**config.mk**
```make
export PLATFORM = sky130hd
export DESIGN_NAME = pihi_top
export DESIGN_NICKNAME = d
export VERILOG_FILES = /design/src/hw/pihi_pkg.sv /design/src/hw/pihi_irq.sv /design/src/hw/pihi_strap.sv /design/src/hw/pihi_top.sv
export VERILOG_INCLUDE_DIRS = /design/src /design/src/hw
export SDC_FILE = /design/constraint.sdc
export NUM_CORES = 1
export LEC_CHECK = 0
export CAP_MARGIN = 20
export CORE_MARGIN = 4
export CORE_UTILIZATION = 50
export CTS_CLUSTER_SIZE = 30
export DETAILED_ROUTE_END_ITERATION = 12
export DONT_BUFFER_PORTS = 1
export PLACE_DENSITY = 0.68
export SLEW_MARGIN = 10
export SYNTH_ARGS = -nofsm -noshare
export SYNTH_HDL_FRONTEND = slang
export SYNTH_SLANG_ARGS = --single-unit
```
**constraint.sdc**
```tcl
create_clock -name core_clk_i -period 3.8 [get_ports core_clk_i]
set_clock_uncertainty 0.05 [all_clocks]
set_input_delay 0.76 -clock core_clk_i [delete_from_list [all_inputs] [get_ports core_clk_i]]
set_output_delay 0.76 -clock core_clk_i [all_outputs]
set_load 0.02 [all_outputs]
```
**src/hw/pihi_defs.svh**
```systemverilog
// timing, decode and reset constants of the disk host interface
// assumes a 200 MHz bus clock and a synchronous reset
`ifndef PIHI_DEFS_SVH
`define PIHI_DEFS_SVH

// bus clock period in ns
`define PIHI_CLK_PERIOD_NS 5
// least width of a drive read or write strobe, in ns
`define PIHI_STROBE_NS 120
// strobe width in clock cycles, rounded up
`define PIHI_STROBE_CYC \
  ((`PIHI_STROBE_NS + `PIHI_CLK_PERIOD_NS - 1) / `PIHI_CLK_PERIOD_NS)

// bus commands of the address phase
`define PIHI_CMD_IO_RD  4'h2
`define PIHI_CMD_IO_WR  4'h3
`define PIHI_CMD_CFG_RD 4'hA
`define PIHI_CMD_CFG_WR 4'hB

// default legacy port windows, command block and control port
`define PIHI_PRI_CMD_BASE 32'h000001F0
`define PIHI_PRI_CTL_PORT 32'h000003F6
`define PIHI_SEC_CMD_BASE 32'h00000170
`define PIHI_SEC_CTL_PORT 32'h00000376
// register index of the control port inside the drive
`define PIHI_CTL_REG_IDX  3'h6

// reset value of the captured strap: high means no serial load
`define PIHI_STRAP_RST 1'b1

`endif

```
**src/hw/pihi_pkg.sv**
```systemverilog
// types shared by the disk host interface modules
// assumes pihi_defs.svh for the numeric constants
package pihi_pkg;

  // target sequencer states, one-hot
  typedef enum logic [8:0] {
    PIHI_IDLE   = 9'h001,  // bus idle, watching for an address phase
    PIHI_BUSY   = 9'h002,  // foreign transaction in progress
    PIHI_WDATA  = 9'h004,  // claimed write, waiting for master data
    PIHI_SETUP  = 9'h008,  // drive address and select settling
    PIHI_STROBE = 9'h010,  // drive read or write strobe active
    PIHI_READY  = 9'h020,  // target ready, waiting for initiator
    PIHI_RETRY  = 9'h040,  // stop without data
    PIHI_STOPW  = 9'h080,  // stop held after disconnect with data
    PIHI_TURN   = 9'h100   // control lines driven high, then released
  } pihi_state_t;

  // width of the strobe counter
  localparam int PIHI_CNT_W = 8;

  // whole state of the target sequencer
  typedef struct packed {
    pihi_state_t           state;
    logic                  is_read;
    logic                  is_cfg;
    logic                  chan;
    logic                  cs1;
    logic [2:0]            reg_addr;
    logic [1:0]            lane;
    logic [PIHI_CNT_W-1:0] cnt;
    logic [15:0]           wdata;
    logic [31:0]           ad_out;
    logic [31:0]           dq1;
    logic [31:0]           dq2;
  } pihi_tgt_t;

  // state of the strap catcher
  typedef struct packed {
    logic s1;
    logic s2;
    logic in_rst;
    logic latched;
    logic loading;
  } pihi_strap_t;

  // state of one legacy interrupt route
  typedef struct packed {
    logic q1;
    logic q2;
    logic oe;
  } pihi_irq_t;

endpackage : pihi_pkg

```
**src/hw/pihi_irq.sv**
```systemverilog
// legacy interrupt route of one drive channel
// assumes intrq_i is an asynchronous drive pin, native_i is on core_clk_i
module pihi_irq
  import pihi_pkg::*;
(
  input  wire logic core_clk_i,
  input  wire logic rst_i,
  input  wire logic intrq_i,
  input  wire logic native_i,
  output wire logic irq_o,
  output wire logic irq_oe_o
);

  pihi_irq_t r;       // registered state
  pihi_irq_t next_r;  // next state

  // sync the drive request; release the line in native mode
  always_comb begin
    next_r    = r;
    next_r.q1 = intrq_i;
    next_r.q2 = r.q1;
    next_r.oe = ~native_i;
    if (rst_i) begin
      next_r.oe = 1'b0;
    end
  end

  // one register for the whole state
  always_ff @(posedge core_clk_i) begin
    r <= next_r;
  end

  assign irq_o    = r.q2;
  assign irq_oe_o = r.oe;
endmodule // pihi_irq

```
**src/hw/pihi_strap.sv**
```systemverilog
// strap catcher: latches the float/config strap at reset release
// assumes strap_i is an asynchronous pin, load_done_i is on core_clk_i
`include "pihi_defs.svh"
module pihi_strap
  import pihi_pkg::*;
(
  input  wire logic core_clk_i,
  input  wire logic rst_i,
  input  wire logic strap_i,
  input  wire logic load_done_i,
  output wire logic strap_latched_o,
  output wire logic load_req_o,
  output wire logic float_o
);

  pihi_strap_t r;       // registered state
  pihi_strap_t next_r;  // next state

  // next state; the synchroniser keeps running through reset so that
  // the value seen at release is already settled
  always_comb begin
    next_r    = r;
    next_r.s1 = strap_i;
    next_r.s2 = r.s1;
    if (r.in_rst) begin
      // first cycle after release: take the pin level
      next_r.in_rst  = 1'b0;
      next_r.latched = r.s2;
      next_r.loading = ~r.s2;
    end else if (r.loading && load_done_i) begin
      next_r.loading = 1'b0;
    end
    if (rst_i) begin
      next_r.in_rst  = 1'b1;
      next_r.latched = `PIHI_STRAP_RST;
      next_r.loading = 1'b0;
    end
  end

  // one register for the whole state, bus clock edge
  always_ff @(posedge core_clk_i) begin
    r <= next_r;
  end

  assign strap_latched_o = r.latched;
  assign load_req_o      = r.loading;
  // live strap low in normal operation floats the drive side
  assign float_o         = ~r.in_rst & ~r.s2;
endmodule // pihi_strap

```
**src/hw/pihi_top.sv**
```systemverilog
// disk host interface: bus target, drive strobes, strap and interrupts
// assumes the bus pins are on core_clk_i; drive pins are asynchronous
`include "pihi_defs.svh"
module pihi_top
  import pihi_pkg::*;
#(
  parameter logic [31:0] PRI_CMD_BASE = `PIHI_PRI_CMD_BASE,
  parameter logic [31:0] PRI_CTL_PORT = `PIHI_PRI_CTL_PORT,
  parameter logic [31:0] SEC_CMD_BASE = `PIHI_SEC_CMD_BASE,
  parameter logic [31:0] SEC_CTL_PORT = `PIHI_SEC_CTL_PORT,
  parameter int          STROBE_CYC   = `PIHI_STROBE_CYC
)(
  input  wire logic        core_clk_i,
  input  wire logic        rst_i,
  // bus side
  input  wire logic        idsel_i,
  input  wire logic        frame_n_i,
  input  wire logic        irdy_n_i,
  input  wire logic [3:0]  cbe_n_i,
  input  wire logic [31:0] ad_i,
  output wire logic [31:0] ad_o,
  output wire logic        ad_oe_o,
  output wire logic        trdy_n_o,
  output wire logic        trdy_n_oe_o,
  output wire logic        devsel_n_o,
  output wire logic        devsel_n_oe_o,
  output wire logic        stop_n_o,
  output wire logic        stop_n_oe_o,
  // strap and serial configuration load
  input  wire logic        strap_i,
  input  wire logic        serial_load_done_i,
  output wire logic        serial_load_req_o,
  output wire logic        strap_latched_o,
  // channel modes and drive interrupts
  input  wire logic        pri_native_i,
  input  wire logic        sec_native_i,
  input  wire logic        pri_intrq_i,
  input  wire logic        sec_intrq_i,
  output wire logic        primary_legacy_irq_o,
  output wire logic        primary_legacy_irq_oe_o,
  output wire logic        secondary_legacy_irq_o,
  output wire logic        secondary_legacy_irq_oe_o,
  // primary drive channel
  output wire logic        pri_chip_select_0_n_o,
  output wire logic        pri_chip_select_1_n_o,
  output wire logic        pri_io_read_n_o,
  output wire logic        pri_io_write_n_o,
  output wire logic [2:0]  pri_addr_o,
  output wire logic        pri_ctl_oe_o,
  input  wire logic [15:0] pri_data_i,
  output wire logic [15:0] pri_data_o,
  output wire logic        pri_data_oe_o,
  // secondary drive channel
  output wire logic        sec_chip_select_0_n_o,
  output wire logic        sec_chip_select_1_n_o,
  output wire logic        sec_io_read_n_o,
  output wire logic        sec_io_write_n_o,
  output wire logic [2:0]  sec_addr_o,
  output wire logic        sec_ctl_oe_o,
  input  wire logic [15:0] sec_data_i,
  output wire logic [15:0] sec_data_o,
  output wire logic        sec_data_oe_o
);

  // refuse strobe widths the counter cannot hold
  if (STROBE_CYC < 1 || STROBE_CYC > (1 << PIHI_CNT_W)) begin : g_chk
    $error("STROBE_CYC out of range for the strobe counter");
  end

  localparam logic [PIHI_CNT_W-1:0] STROBE_LAST =
    PIHI_CNT_W'(STROBE_CYC - 1);

  pihi_tgt_t r;        // registered state
  pihi_tgt_t next_r;   // next state
  logic      float_q;  // drive side floated by the live strap
  logic      loading;  // serial configuration load in progress
  logic      cfg_hit;  // address phase is a config cycle for us
  logic      io_hit;   // address phase falls in a port window
  logic      io_chan;  // window belongs to the secondary channel
  logic      io_cs1;   // window is the control port
  logic      addr_ph;  // this edge carries an address phase

  // byte of the addressed lane; lanes zero and two keep a full 16-bit word
  function automatic logic [15:0] lane_pick(logic [31:0] d,
                                            logic [1:0]  a);
    case (a)
      2'h1:    lane_pick = {8'h00, d[15:8]};
      2'h2:    lane_pick = d[31:16];
      2'h3:    lane_pick = {8'h00, d[31:24]};
      default: lane_pick = d[15:0];
    endcase
  endfunction

  // place drive data on the lane the master addressed
  function automatic logic [31:0] lane_place(logic [15:0] d,
                                             logic [1:0]  a);
    case (a)
      2'h1:    lane_place = {16'h0000, d[7:0], 8'h00};
      2'h2:    lane_place = {d, 16'h0000};
      2'h3:    lane_place = {d[7:0], 24'h000000};
      default: lane_place = {16'h0000, d};
    endcase
  endfunction

  // address decode of the address phase
  always_comb begin
    addr_ph = (r.state == PIHI_IDLE) && !frame_n_i;
    // the select input stands in for the upper address lines
    cfg_hit = idsel_i && (ad_i[1:0] == 2'h0) &&
              (cbe_n_i == `PIHI_CMD_CFG_RD ||
               cbe_n_i == `PIHI_CMD_CFG_WR);
    io_hit  = 1'b0;
    io_chan = 1'b0;
    io_cs1  = 1'b0;
    if (cbe_n_i == `PIHI_CMD_IO_RD || cbe_n_i == `PIHI_CMD_IO_WR) begin
      if (ad_i[31:3] == PRI_CMD_BASE[31:3]) begin
        io_hit = 1'b1;
      end else if (ad_i == PRI_CTL_PORT) begin
        io_hit = 1'b1;
        io_cs1 = 1'b1;
      end else if (ad_i[31:3] == SEC_CMD_BASE[31:3]) begin
        io_hit  = 1'b1;
        io_chan = 1'b1;
      end else if (ad_i == SEC_CTL_PORT) begin
        io_hit  = 1'b1;
        io_chan = 1'b1;
        io_cs1  = 1'b1;
      end
    end
  end

  // target sequencer next state
  always_comb begin
    next_r     = r;
    // drive data synchroniser, second stage read at strobe end only
    next_r.dq1 = {sec_data_i, pri_data_i};
    next_r.dq2 = r.dq1;
    case (r.state)
      PIHI_IDLE: begin
        if (addr_ph) begin
          next_r.is_read  = ~cbe_n_i[0];
          next_r.is_cfg   = cfg_hit;
          next_r.chan     = io_chan;
          next_r.cs1      = io_cs1;
          next_r.reg_addr = io_cs1 ? `PIHI_CTL_REG_IDX : ad_i[2:0];
          next_r.lane     = ad_i[1:0];
          next_r.ad_out   = 32'h00000000;
          if (cfg_hit && loading) begin
            next_r.state = PIHI_RETRY;
          end else if (cfg_hit) begin
            next_r.state = PIHI_READY;
          end else if (io_hit) begin
            next_r.state = cbe_n_i[0] ? PIHI_WDATA : PIHI_SETUP;
          end else begin
            next_r.state = PIHI_BUSY;
          end
        end
      end
      PIHI_BUSY: begin
        // bus idle again once both frame and initiator ready are off
        if (frame_n_i && irdy_n_i) begin
          next_r.state = PIHI_IDLE;
        end
      end
      PIHI_WDATA: begin
        // write data valid only with initiator ready
        if (!irdy_n_i) begin
          next_r.wdata = lane_pick(ad_i, r.lane);
          next_r.state = PIHI_SETUP;
        end
      end
      PIHI_SETUP: begin
        next_r.cnt   = STROBE_LAST;
        next_r.state = PIHI_STROBE;
      end
      PIHI_STROBE: begin
        if (r.cnt == '0) begin
          // read data is put on the bus at the same edge as target ready
          if (r.is_read) begin
            next_r.ad_out = lane_place(
              r.chan ? r.dq2[31:16] : r.dq2[15:0], r.lane);
          end
          next_r.state = PIHI_READY;
        end else begin
          next_r.cnt = r.cnt - 1'b1;
        end
      end
      PIHI_READY: begin
        // complete only on an edge with both readies sampled low
        if (!irdy_n_i) begin
          next_r.state = frame_n_i ? PIHI_TURN : PIHI_STOPW;
        end
      end
      PIHI_RETRY, PIHI_STOPW: begin
        // hold stop until the master ends its last phase
        if (frame_n_i && !irdy_n_i) begin
          next_r.state = PIHI_TURN;
        end
      end
      PIHI_TURN: begin
        // back-to-back cycles without an idle edge are not claimed
        next_r.state = PIHI_BUSY;
      end
      default: begin
        next_r.state = PIHI_IDLE;
      end
    endcase
    if (rst_i) begin
      next_r.state = PIHI_IDLE;
      next_r.cnt   = '0;
    end
  end

  // one register for the whole state, all bus pins taken at this edge
  always_ff @(posedge core_clk_i) begin
    r <= next_r;
  end

  logic drive;   // control lines owned by this target
  logic ata_act; // drive cycle running
  always_comb begin
    drive   = (r.state != PIHI_IDLE) && (r.state != PIHI_BUSY);
    ata_act = (r.state == PIHI_SETUP) || (r.state == PIHI_STROBE);
  end

  // bus handshakes; stop rides with target ready while frame is low
  assign devsel_n_o    = ~(drive && r.state != PIHI_TURN);
  assign trdy_n_o      = ~(r.state == PIHI_READY);
  assign stop_n_o      = ~((r.state == PIHI_RETRY) ||
                           (r.state == PIHI_STOPW) ||
                           (r.state == PIHI_READY && !frame_n_i));
  assign devsel_n_oe_o = drive;
  assign trdy_n_oe_o   = drive;
  assign stop_n_oe_o   = drive;
  assign ad_o          = r.ad_out;
  assign ad_oe_o       = (r.state == PIHI_READY) && r.is_read;

  // drive strobes; the live strap floats every drive output
  logic stb;  // strobe phase
  assign stb = r.state == PIHI_STROBE;
  assign pri_chip_select_0_n_o = ~(ata_act && !r.chan && !r.cs1);
  assign pri_chip_select_1_n_o = ~(ata_act && !r.chan && r.cs1);
  assign pri_io_read_n_o       = ~(stb && !r.chan && r.is_read);
  assign pri_io_write_n_o      = ~(stb && !r.chan && !r.is_read);
  assign pri_addr_o            = r.reg_addr;
  assign pri_data_o            = r.wdata;
  assign pri_ctl_oe_o          = ~float_q;
  assign pri_data_oe_o = ata_act && !r.chan && !r.is_read && !float_q;
  assign sec_chip_select_0_n_o = ~(ata_act && r.chan && !r.cs1);
  assign sec_chip_select_1_n_o = ~(ata_act && r.chan && r.cs1);
  assign sec_io_read_n_o       = ~(stb && r.chan && r.is_read);
  assign sec_io_write_n_o      = ~(stb && r.chan && !r.is_read);
  assign sec_addr_o            = r.reg_addr;
  assign sec_data_o            = r.wdata;
  assign sec_ctl_oe_o          = ~float_q;
  assign sec_data_oe_o = ata_act && r.chan && !r.is_read && !float_q;

  // strap catcher and serial load request
  pihi_strap u_strap (
    .core_clk_i      (core_clk_i),
    .rst_i           (rst_i),
    .strap_i         (strap_i),
    .load_done_i     (serial_load_done_i),
    .strap_latched_o (strap_latched_o),
    .load_req_o      (loading),
    .float_o         (float_q)
  );
  assign serial_load_req_o = loading;

  // legacy interrupt routes, one per channel
  pihi_irq u_pri_irq (
    .core_clk_i (core_clk_i),
    .rst_i      (rst_i),
    .intrq_i    (pri_intrq_i),
    .native_i   (pri_native_i),
    .irq_o      (primary_legacy_irq_o),
    .irq_oe_o   (primary_legacy_irq_oe_o)
  );
  pihi_irq u_sec_irq (
    .core_clk_i (core_clk_i),
    .rst_i      (rst_i),
    .intrq_i    (sec_intrq_i),
    .native_i   (sec_native_i),
    .irq_o      (secondary_legacy_irq_o),
    .irq_oe_o   (secondary_legacy_irq_oe_o)
  );
endmodule // pihi_top

```
==> results of run 1 <==
worst max-delay path: stages (launching register included):
cell,delay [ns]
dfxtp_1,0.44
nor3_2,0.39
and3_1,0.25
nor2b_1,0.21
nor3b_1,0.59
cells in the mapped netlist, drive strengths merged (2+ instances only):
master | n | share of area [%]
dfxtp | 92 | 31
buf | 82 | 10
edfxtp | 56 | 29
nor2 | 47 | 3.0
nand2 | 21 | 1.3
clkbuf | 18 | 1.3
a21oi | 17 | 1.4
mux2i | 17 | 2.9
nor3 | 17 | 1.5
nor2b | 14 | 1.5
a211oi | 12 | 1.5
mux2 | 10 | 1.9
o21ai | 10 | 0.85
nand4 | 8 | 0.85
inv | 7 | 0.45
nand3 | 7 | 0.60
nor4 | 7 | 0.85
o22ai | 6 | 0.64
nand2b | 5 | 0.53
nand3b | 5 | 0.64
nor3b | 4 | 0.51
xor2 | 4 | 0.60
and3 | 3 | 0.32
nand4b | 3 | 0.45
or2 | 3 | 0.32
or3 | 3 | 0.32
a21o | 2 | 0.26
and4b | 2 | 0.36
ha | 2 | 0.43
nor4b | 2 | 0.30
o211ai | 2 | 0.26
or3b | 2 | 0.30
or4 | 2 | 0.32
xnor2 | 2 | 0.30
sequential cells by signal, indices dropped and copies added (netlist names), 2 cells and up:
register,cells
r,54
ad_o,32
next_r,32
pri_data_o,16
pri_addr_o,3
u_strap.r,2
where the power goes:
group	internal [uW]	switching, uW	total [uW]
combinational	76.6	138	215
sequential	1750	112	1860
clock	1010	642	1650
total	2840	893	3730
per-layer routing:
metal  GRT usage [%]  part of all wire, %
met1            20.4                   40
met2            27.7                   49
met3            6.68                  9.4
met4            6.96                  1.6
met5               0                    0
cell type report:
class | count | area, sq um
multi-input combinational | 256 | 1660
sequential | 148 | 3520
inverter | 7 | 26.3
timing repair buffer | 7 | 52.6
tap | 143 | 179
clock buffer | 22 | 497
clock inverter | 10 | 106
fill | 960 | 5420
final timing paths:
kind                     startpoint            end  slack [ns]  depth (start not counted)
setup / recovery             r[129]  pri_data_oe_o        0.70                          4
hold / removal    u_strap.next_r[3]   u_strap.r[3]        0.28                          0
setup reg to reg             r[114]        ad_o[3]        1.14                          5
hold reg to reg   u_strap.next_r[3]   u_strap.r[3]        0.28                          0
metrics by stage:
stage / worst slack [ns] / hold slack [ns]
after global placement: 1.19 / 0.261
final: 0.702 / 0.276
after CTS: 0.700 / 0.276
after detailed placement: 1.14 / 0.262
after floorplan: 0.544 / 0.260
after global routing: 0.545 / 0.280
cell families (layout without fill, tap and decap cells):
| logic type | Yosys count | after routing | share of synthesized area, % |
|---|---|---|---|
| and+or+nand+nor | 160 | 160 | 14.9 |
| AOI/OAI and AO/OA | 61 | 61 | 7.02 |
| xor gates and xnor gates | 6 | 6 | 0.893 |
| buffers and inverters | 108 | 46 | 12.1 |
| DFF | 148 | 148 | 59.9 |
| muxes | 27 | 27 | 4.80 |
| adders and majority gates | 2 | 2 | 0.425 |
==> flow_summary_export.csv, run 1 <==
group,metric,value,unit
critical_path,critPathRequiredTime,2.99,ns
finish,final_util,52.7,%
grt,grt_max_degree,33,
route,drt_pass1_iterations,4,
sta,fin_crit,3.10,ns
sta,hold_violations,0,
cts,clk_path_buf_depth,2,
finish,n_antenna_cell,0,
pwr,leakage,0.00220,uW
synth,synthesis.area,0.00589,sq mm
cts,cts_resized,0,
synth,ys_seq_area_share,59.9,%
sta,fmax,0.323,GHz
synth,synth_edf_count,56,
cts,htreeDepth,4,
pwr,totalPowerFinal,3730,uW
critical_path,worstSetupEndpointType,"primary output",
route,via_per_inst,5.52,
cts,clock-sinks,148,
cts,cts_buffers,17,
route,drt-total-wl,11500,um
finish,area_growth,2.68,%
sta,finalMaxSlewViolations,0,
sta,rsz0062_at_grt,"no",
floorplanning,die_x,116,um
finish,fin_area,0.00604,sq mm
grt,grt_pass1_wl,17100,um
grt,grt-ovfl-total,0,
route,drc,0,
placement,dpl.hpwl,8370,um
job,maxCapViolations,0,
finish,finalNonFillerCells,593,
cts,clock-root-buffer,"clkbuf_16",
synth,yosysUniqueCellTypes,60,
cts,cts_tree,"built",
floorplanning,fp-row-count,39,
sta,tightest_slew,0.981,ns
sta,setup-tns-final,0,ns
synth,synth.net_count,593,
route,wl_per_cell,19.3,um
synth,synth_cells,512,
min_path,hold_path.class,"reg -> reg",
cts,worstSkewPairLatency,0.41,ns
synth,syn_area_per_cell,11.5,sq um
pwr,power_density,618,mW/mm^2
synth,synth-async-reset-ratio,0,%
route,drt_iter0_markers,245,
grt,grt.total_usage,17.1,%
route,ant_nets,0,
finish,final_cell_mix,"dfxtp_1 (92), edfxtp_1 (56), nor2_1 (47)",
floorplanning,die_y,116,um
placement,dp.cells,561,
synth,ys_ff_latch,148,
finish,drive_gt1_share,14.2,%
pwr,ir_drop,0.479,mV
critical_path,arrival,2.29,ns
floorplanning,num_io_pins,174,
synth,ys_warn_count,0,
placement,io_buffers,0,
finish,final_common_cell,"dfxtp_1",
critical_path,cp-start-kind,"flip-flop",
grt,grt_pass1_vias,3222,
synth,synth_ff_type,"dfxtp_1",
critical_path,crit_type,"reg -> out",
placement,gp_congestion,0.875,
sta,finalCritPeriodShare,81.5,%
cts,clkTransAtPathRegs,0.06,ns
finish,fin_nets,518,
route,vias,3275,
grt,antenna_found_initial,0,
floorplanning,initial_core_util,51.3,%
critical_path,cp_max_fo,12,
cts,ctsHoldBuffers,0,
floorplanning,core,0.0115,sq mm
floorplanning,die-area,0.0136,sq mm
cts,cts_setup_buffers,0,
placement,placement.cell_area,0.00544,sq mm
outcome,outcome,"complete, no violations",
sta,slew_headroom,34.6,%
sta,setup_viol,0,
Power figures use the tool's default switching activity.
==> inputs of run 2 (changes only) <==
--- a/config.mk
+++ b/config.mk
@@ -12,7 +12,6 @@
 export CTS_CLUSTER_SIZE = 30
 export DETAILED_ROUTE_END_ITERATION = 12
 export DONT_BUFFER_PORTS = 1
-export PLACE_DENSITY = 0.68
 export SLEW_MARGIN = 10
 export SYNTH_ARGS = -nofsm -noshare
 export SYNTH_HDL_FRONTEND = slang
==> constraint.sdc (replaced) <==
create_clock -name core_clk_i -period 3.01 [get_ports core_clk_i]
set_clock_uncertainty 0.05 [all_clocks]
set_input_delay 0.602 -clock core_clk_i [delete_from_list [all_inputs] [get_ports core_clk_i]]
set_output_delay 0.602 -clock core_clk_i [all_outputs]
set_load 0.02 [all_outputs]
==> run 2 against run 1 <==
  * Sequential share of layout area down 0.072 points
  * Utilization up 0.066 points
  * First-iteration DRC count down 7.8%
  * Clock power up 19%
  * Die area unchanged
  * Power up 23%
  * Wire length down 3.5%
  * Worst hold slack worse by 0.12 ns
  * Count of clock-buffer cells in the layout down 3
  * Register-to-register slack worse by 0.67 ns
  * Critical endpoint unchanged
  * Largest power group unchanged
  * Highest routed layer unchanged
==> flow_summary_export.csv, run 2 (same netlist as run 1, synthesis figures left out) <==
group,metric,value,unit
finish,final_util,52.8,%
sta,rsz0062_at_grt,"no",
finish,drive_gt1_share,15.2,%
critical_path,crit_type,"reg -> out",
placement,io_buffers,0,
cts,cts_buffers,17,
finish,largest_reg_flops,54,
grt,grt_max_degree,33,
route,via_per_inst,5.50,
route,drc,0,
outcome,outcome,"complete, no violations",
sta,setup-tns-final,0,ns
finish,area.sequential,0.00352,sq mm
pwr,leakage,0.00221,uW
route,vias,3291,
critical_path,max_stage_delay,0.43,ns
finish,fin_nets,521,
floorplanning,fp-row-count,39,
sta,tightest_slew,0.638,ns
critical_path,cp-start-kind,"flip-flop",
critical_path,cp_max_fo,12,
floorplanning,initial_core_util,51.3,%
grt,grt.total_usage,17.0,%
placement,place_ws,0.490,ns
route,drt-total-wl,11100,um
route,drt_iter0_markers,226,
floorplanning,die-area,0.0136,sq mm
grt,grt-ovfl-total,0,
cts,ctsHoldBuffers,0,
job,maxCapViolations,0,
finish,fillers,968,
grt,grt_pass1_vias,3195,
sta,hold_violations,0,
cts,clock-root-buffer,"clkbuf_16",
finish,final_cell_mix,"dfxtp_1 (92), edfxtp_1 (56), nor2_1 (47)",
cts,clock-sinks,148,
placement,dpl.hpwl,8110,um
critical_path,critPathRequiredTime,2.36,ns
sta,setup_viol,0,
floorplanning,core,0.0115,sq mm
critical_path,crit_path_cell_trace,"nor3_2, and3_1, nor2b_1, nor3b_1, buf_4",
sta,finalCritPeriodShare,91.4,%
pwr,totalPowerFinal,4600,uW
sta,fin_crit,2.75,ns
sta,finalMaxSlewViolations,0,
floorplanning,die_x,116,um
floorplanning,die_y,116,um
sta,fmax,0.364,GHz
grt,grt_pass1_wl,17000,um
placement,gp_congestion,0.865,
finish,multi_input_area,0.00167,sq mm
pwr,power_density,760,mW/mm^2
min_path,hold_path.class,"in -> reg",
route,ant_nets,0,
cts,cts_setup_buffers,0,
cts,clkTransAtPathRegs,0.06,ns
cts,cts_tree,"built",
sta,slew_headroom,57.0,%
pwr,ir_drop,0.743,mV
cts,clk_path_buf_depth,2,
finish,area_growth,2.81,%
critical_path,arrival,2.10,ns
critical_path,worstSetupEndpointType,"primary output",
finish,regMostFlops,"r",
floorplanning,num_io_pins,174,
finish,final_common_cell,"dfxtp_1",
sta,worst_slack,0.260,ns
critical_path,cp_slowest_cell,"dfxtp_1",
grt,antenna_found_initial,2,
route,wl_per_cell,18.5,um
cts,worstSkewPairLatency,0.41,ns
cts,htreeDepth,4,
route,drt_pass1_iterations,4,
run 2: changes by cell type in the layout (fill, tap and decap cells not counted), moves of 2 or more:
cell       change
buf_4          +2
inv_8          +2
clkbuf_16      -2
clkinv_4       -2
diode_2        +2
clkbuf_1       -2
clkinv_2       +2
inv_6          +2
run 2: stage by stage:
| step | instance area, sq um | std cells | hold WS [ns] |
|---|---|---|---|
| finish | 6050 | 598 | 0.157 |
| CTS | 6040 | 596 | 0.131 |
| global placement | 5480 | 564 | 0.261 |
| floorplan | 5900 | 512 | 0.260 |
| global route | 6050 | 598 | 0.122 |
| detailed placement | 5480 | 564 | 0.262 |
run 2: worst paths after layout:
kind,startpoint,to,slack (ns),cells past startpoint
worst max register to register,r[114],r[136],0.47,5
worst min-delay path,pri_data_i[12],next_r[12],0.16,0
worst min register to register,next_r[9],r[9],0.27,0
worst max-delay path,r[129],pri_data_oe_o,0.26,5
run 2: layout make-up:
class | instances | area share [%]
Antenna cell | 2 | 0.0827
Clock buffer | 19 | 7.49
Clock inverter | 13 | 1.80
Inverter | 7 | 0.434
Multi-Input combinational cell | 256 | 27.6
Sequential cell | 148 | 58.2
Tap cell | 143 | 2.96
Timing Repair Buffer | 10 | 1.45
run 2: critical path, delay by kind of cell, from the launching register on:
kind                   cells  cell delay, ns
and+or+nand+nor            4            1.07
DFF                        1            0.43
buffers and inverters      1            0.17
run 2: repair_timing:
| item | in CTS | in global routing |
|---|---|---|
| hold endpoints to repair | 0 | 0 |
| gates resized for setup | 0 | 1 |
| setup endpoints to repair | 0 | 1 |
run 2: routing by layer:
layer | wire [um] | vias to the layer above | GRT usage (%) | part of all wire, %
met2 | 5380 | 134 | 26.0 | 49
met4 | 152 | 0 | 7.58 | 1.4
met1 | 4510 | 1547 | 21.4 | 41
met3 | 1020 | 15 | 6.74 | 9.2
met5 | 0 | - | 0 | 0
li1 | - | 1595 | - | -
run 2: report_power, final:
| part | switching [uW] | internal [uW] | total, uW |
|---|---|---|---|
| Clock | 849 | 1130 | 1970 |
| Combinational | 177 | 104 | 281 |
| Sequential | 133 | 2210 | 2340 |
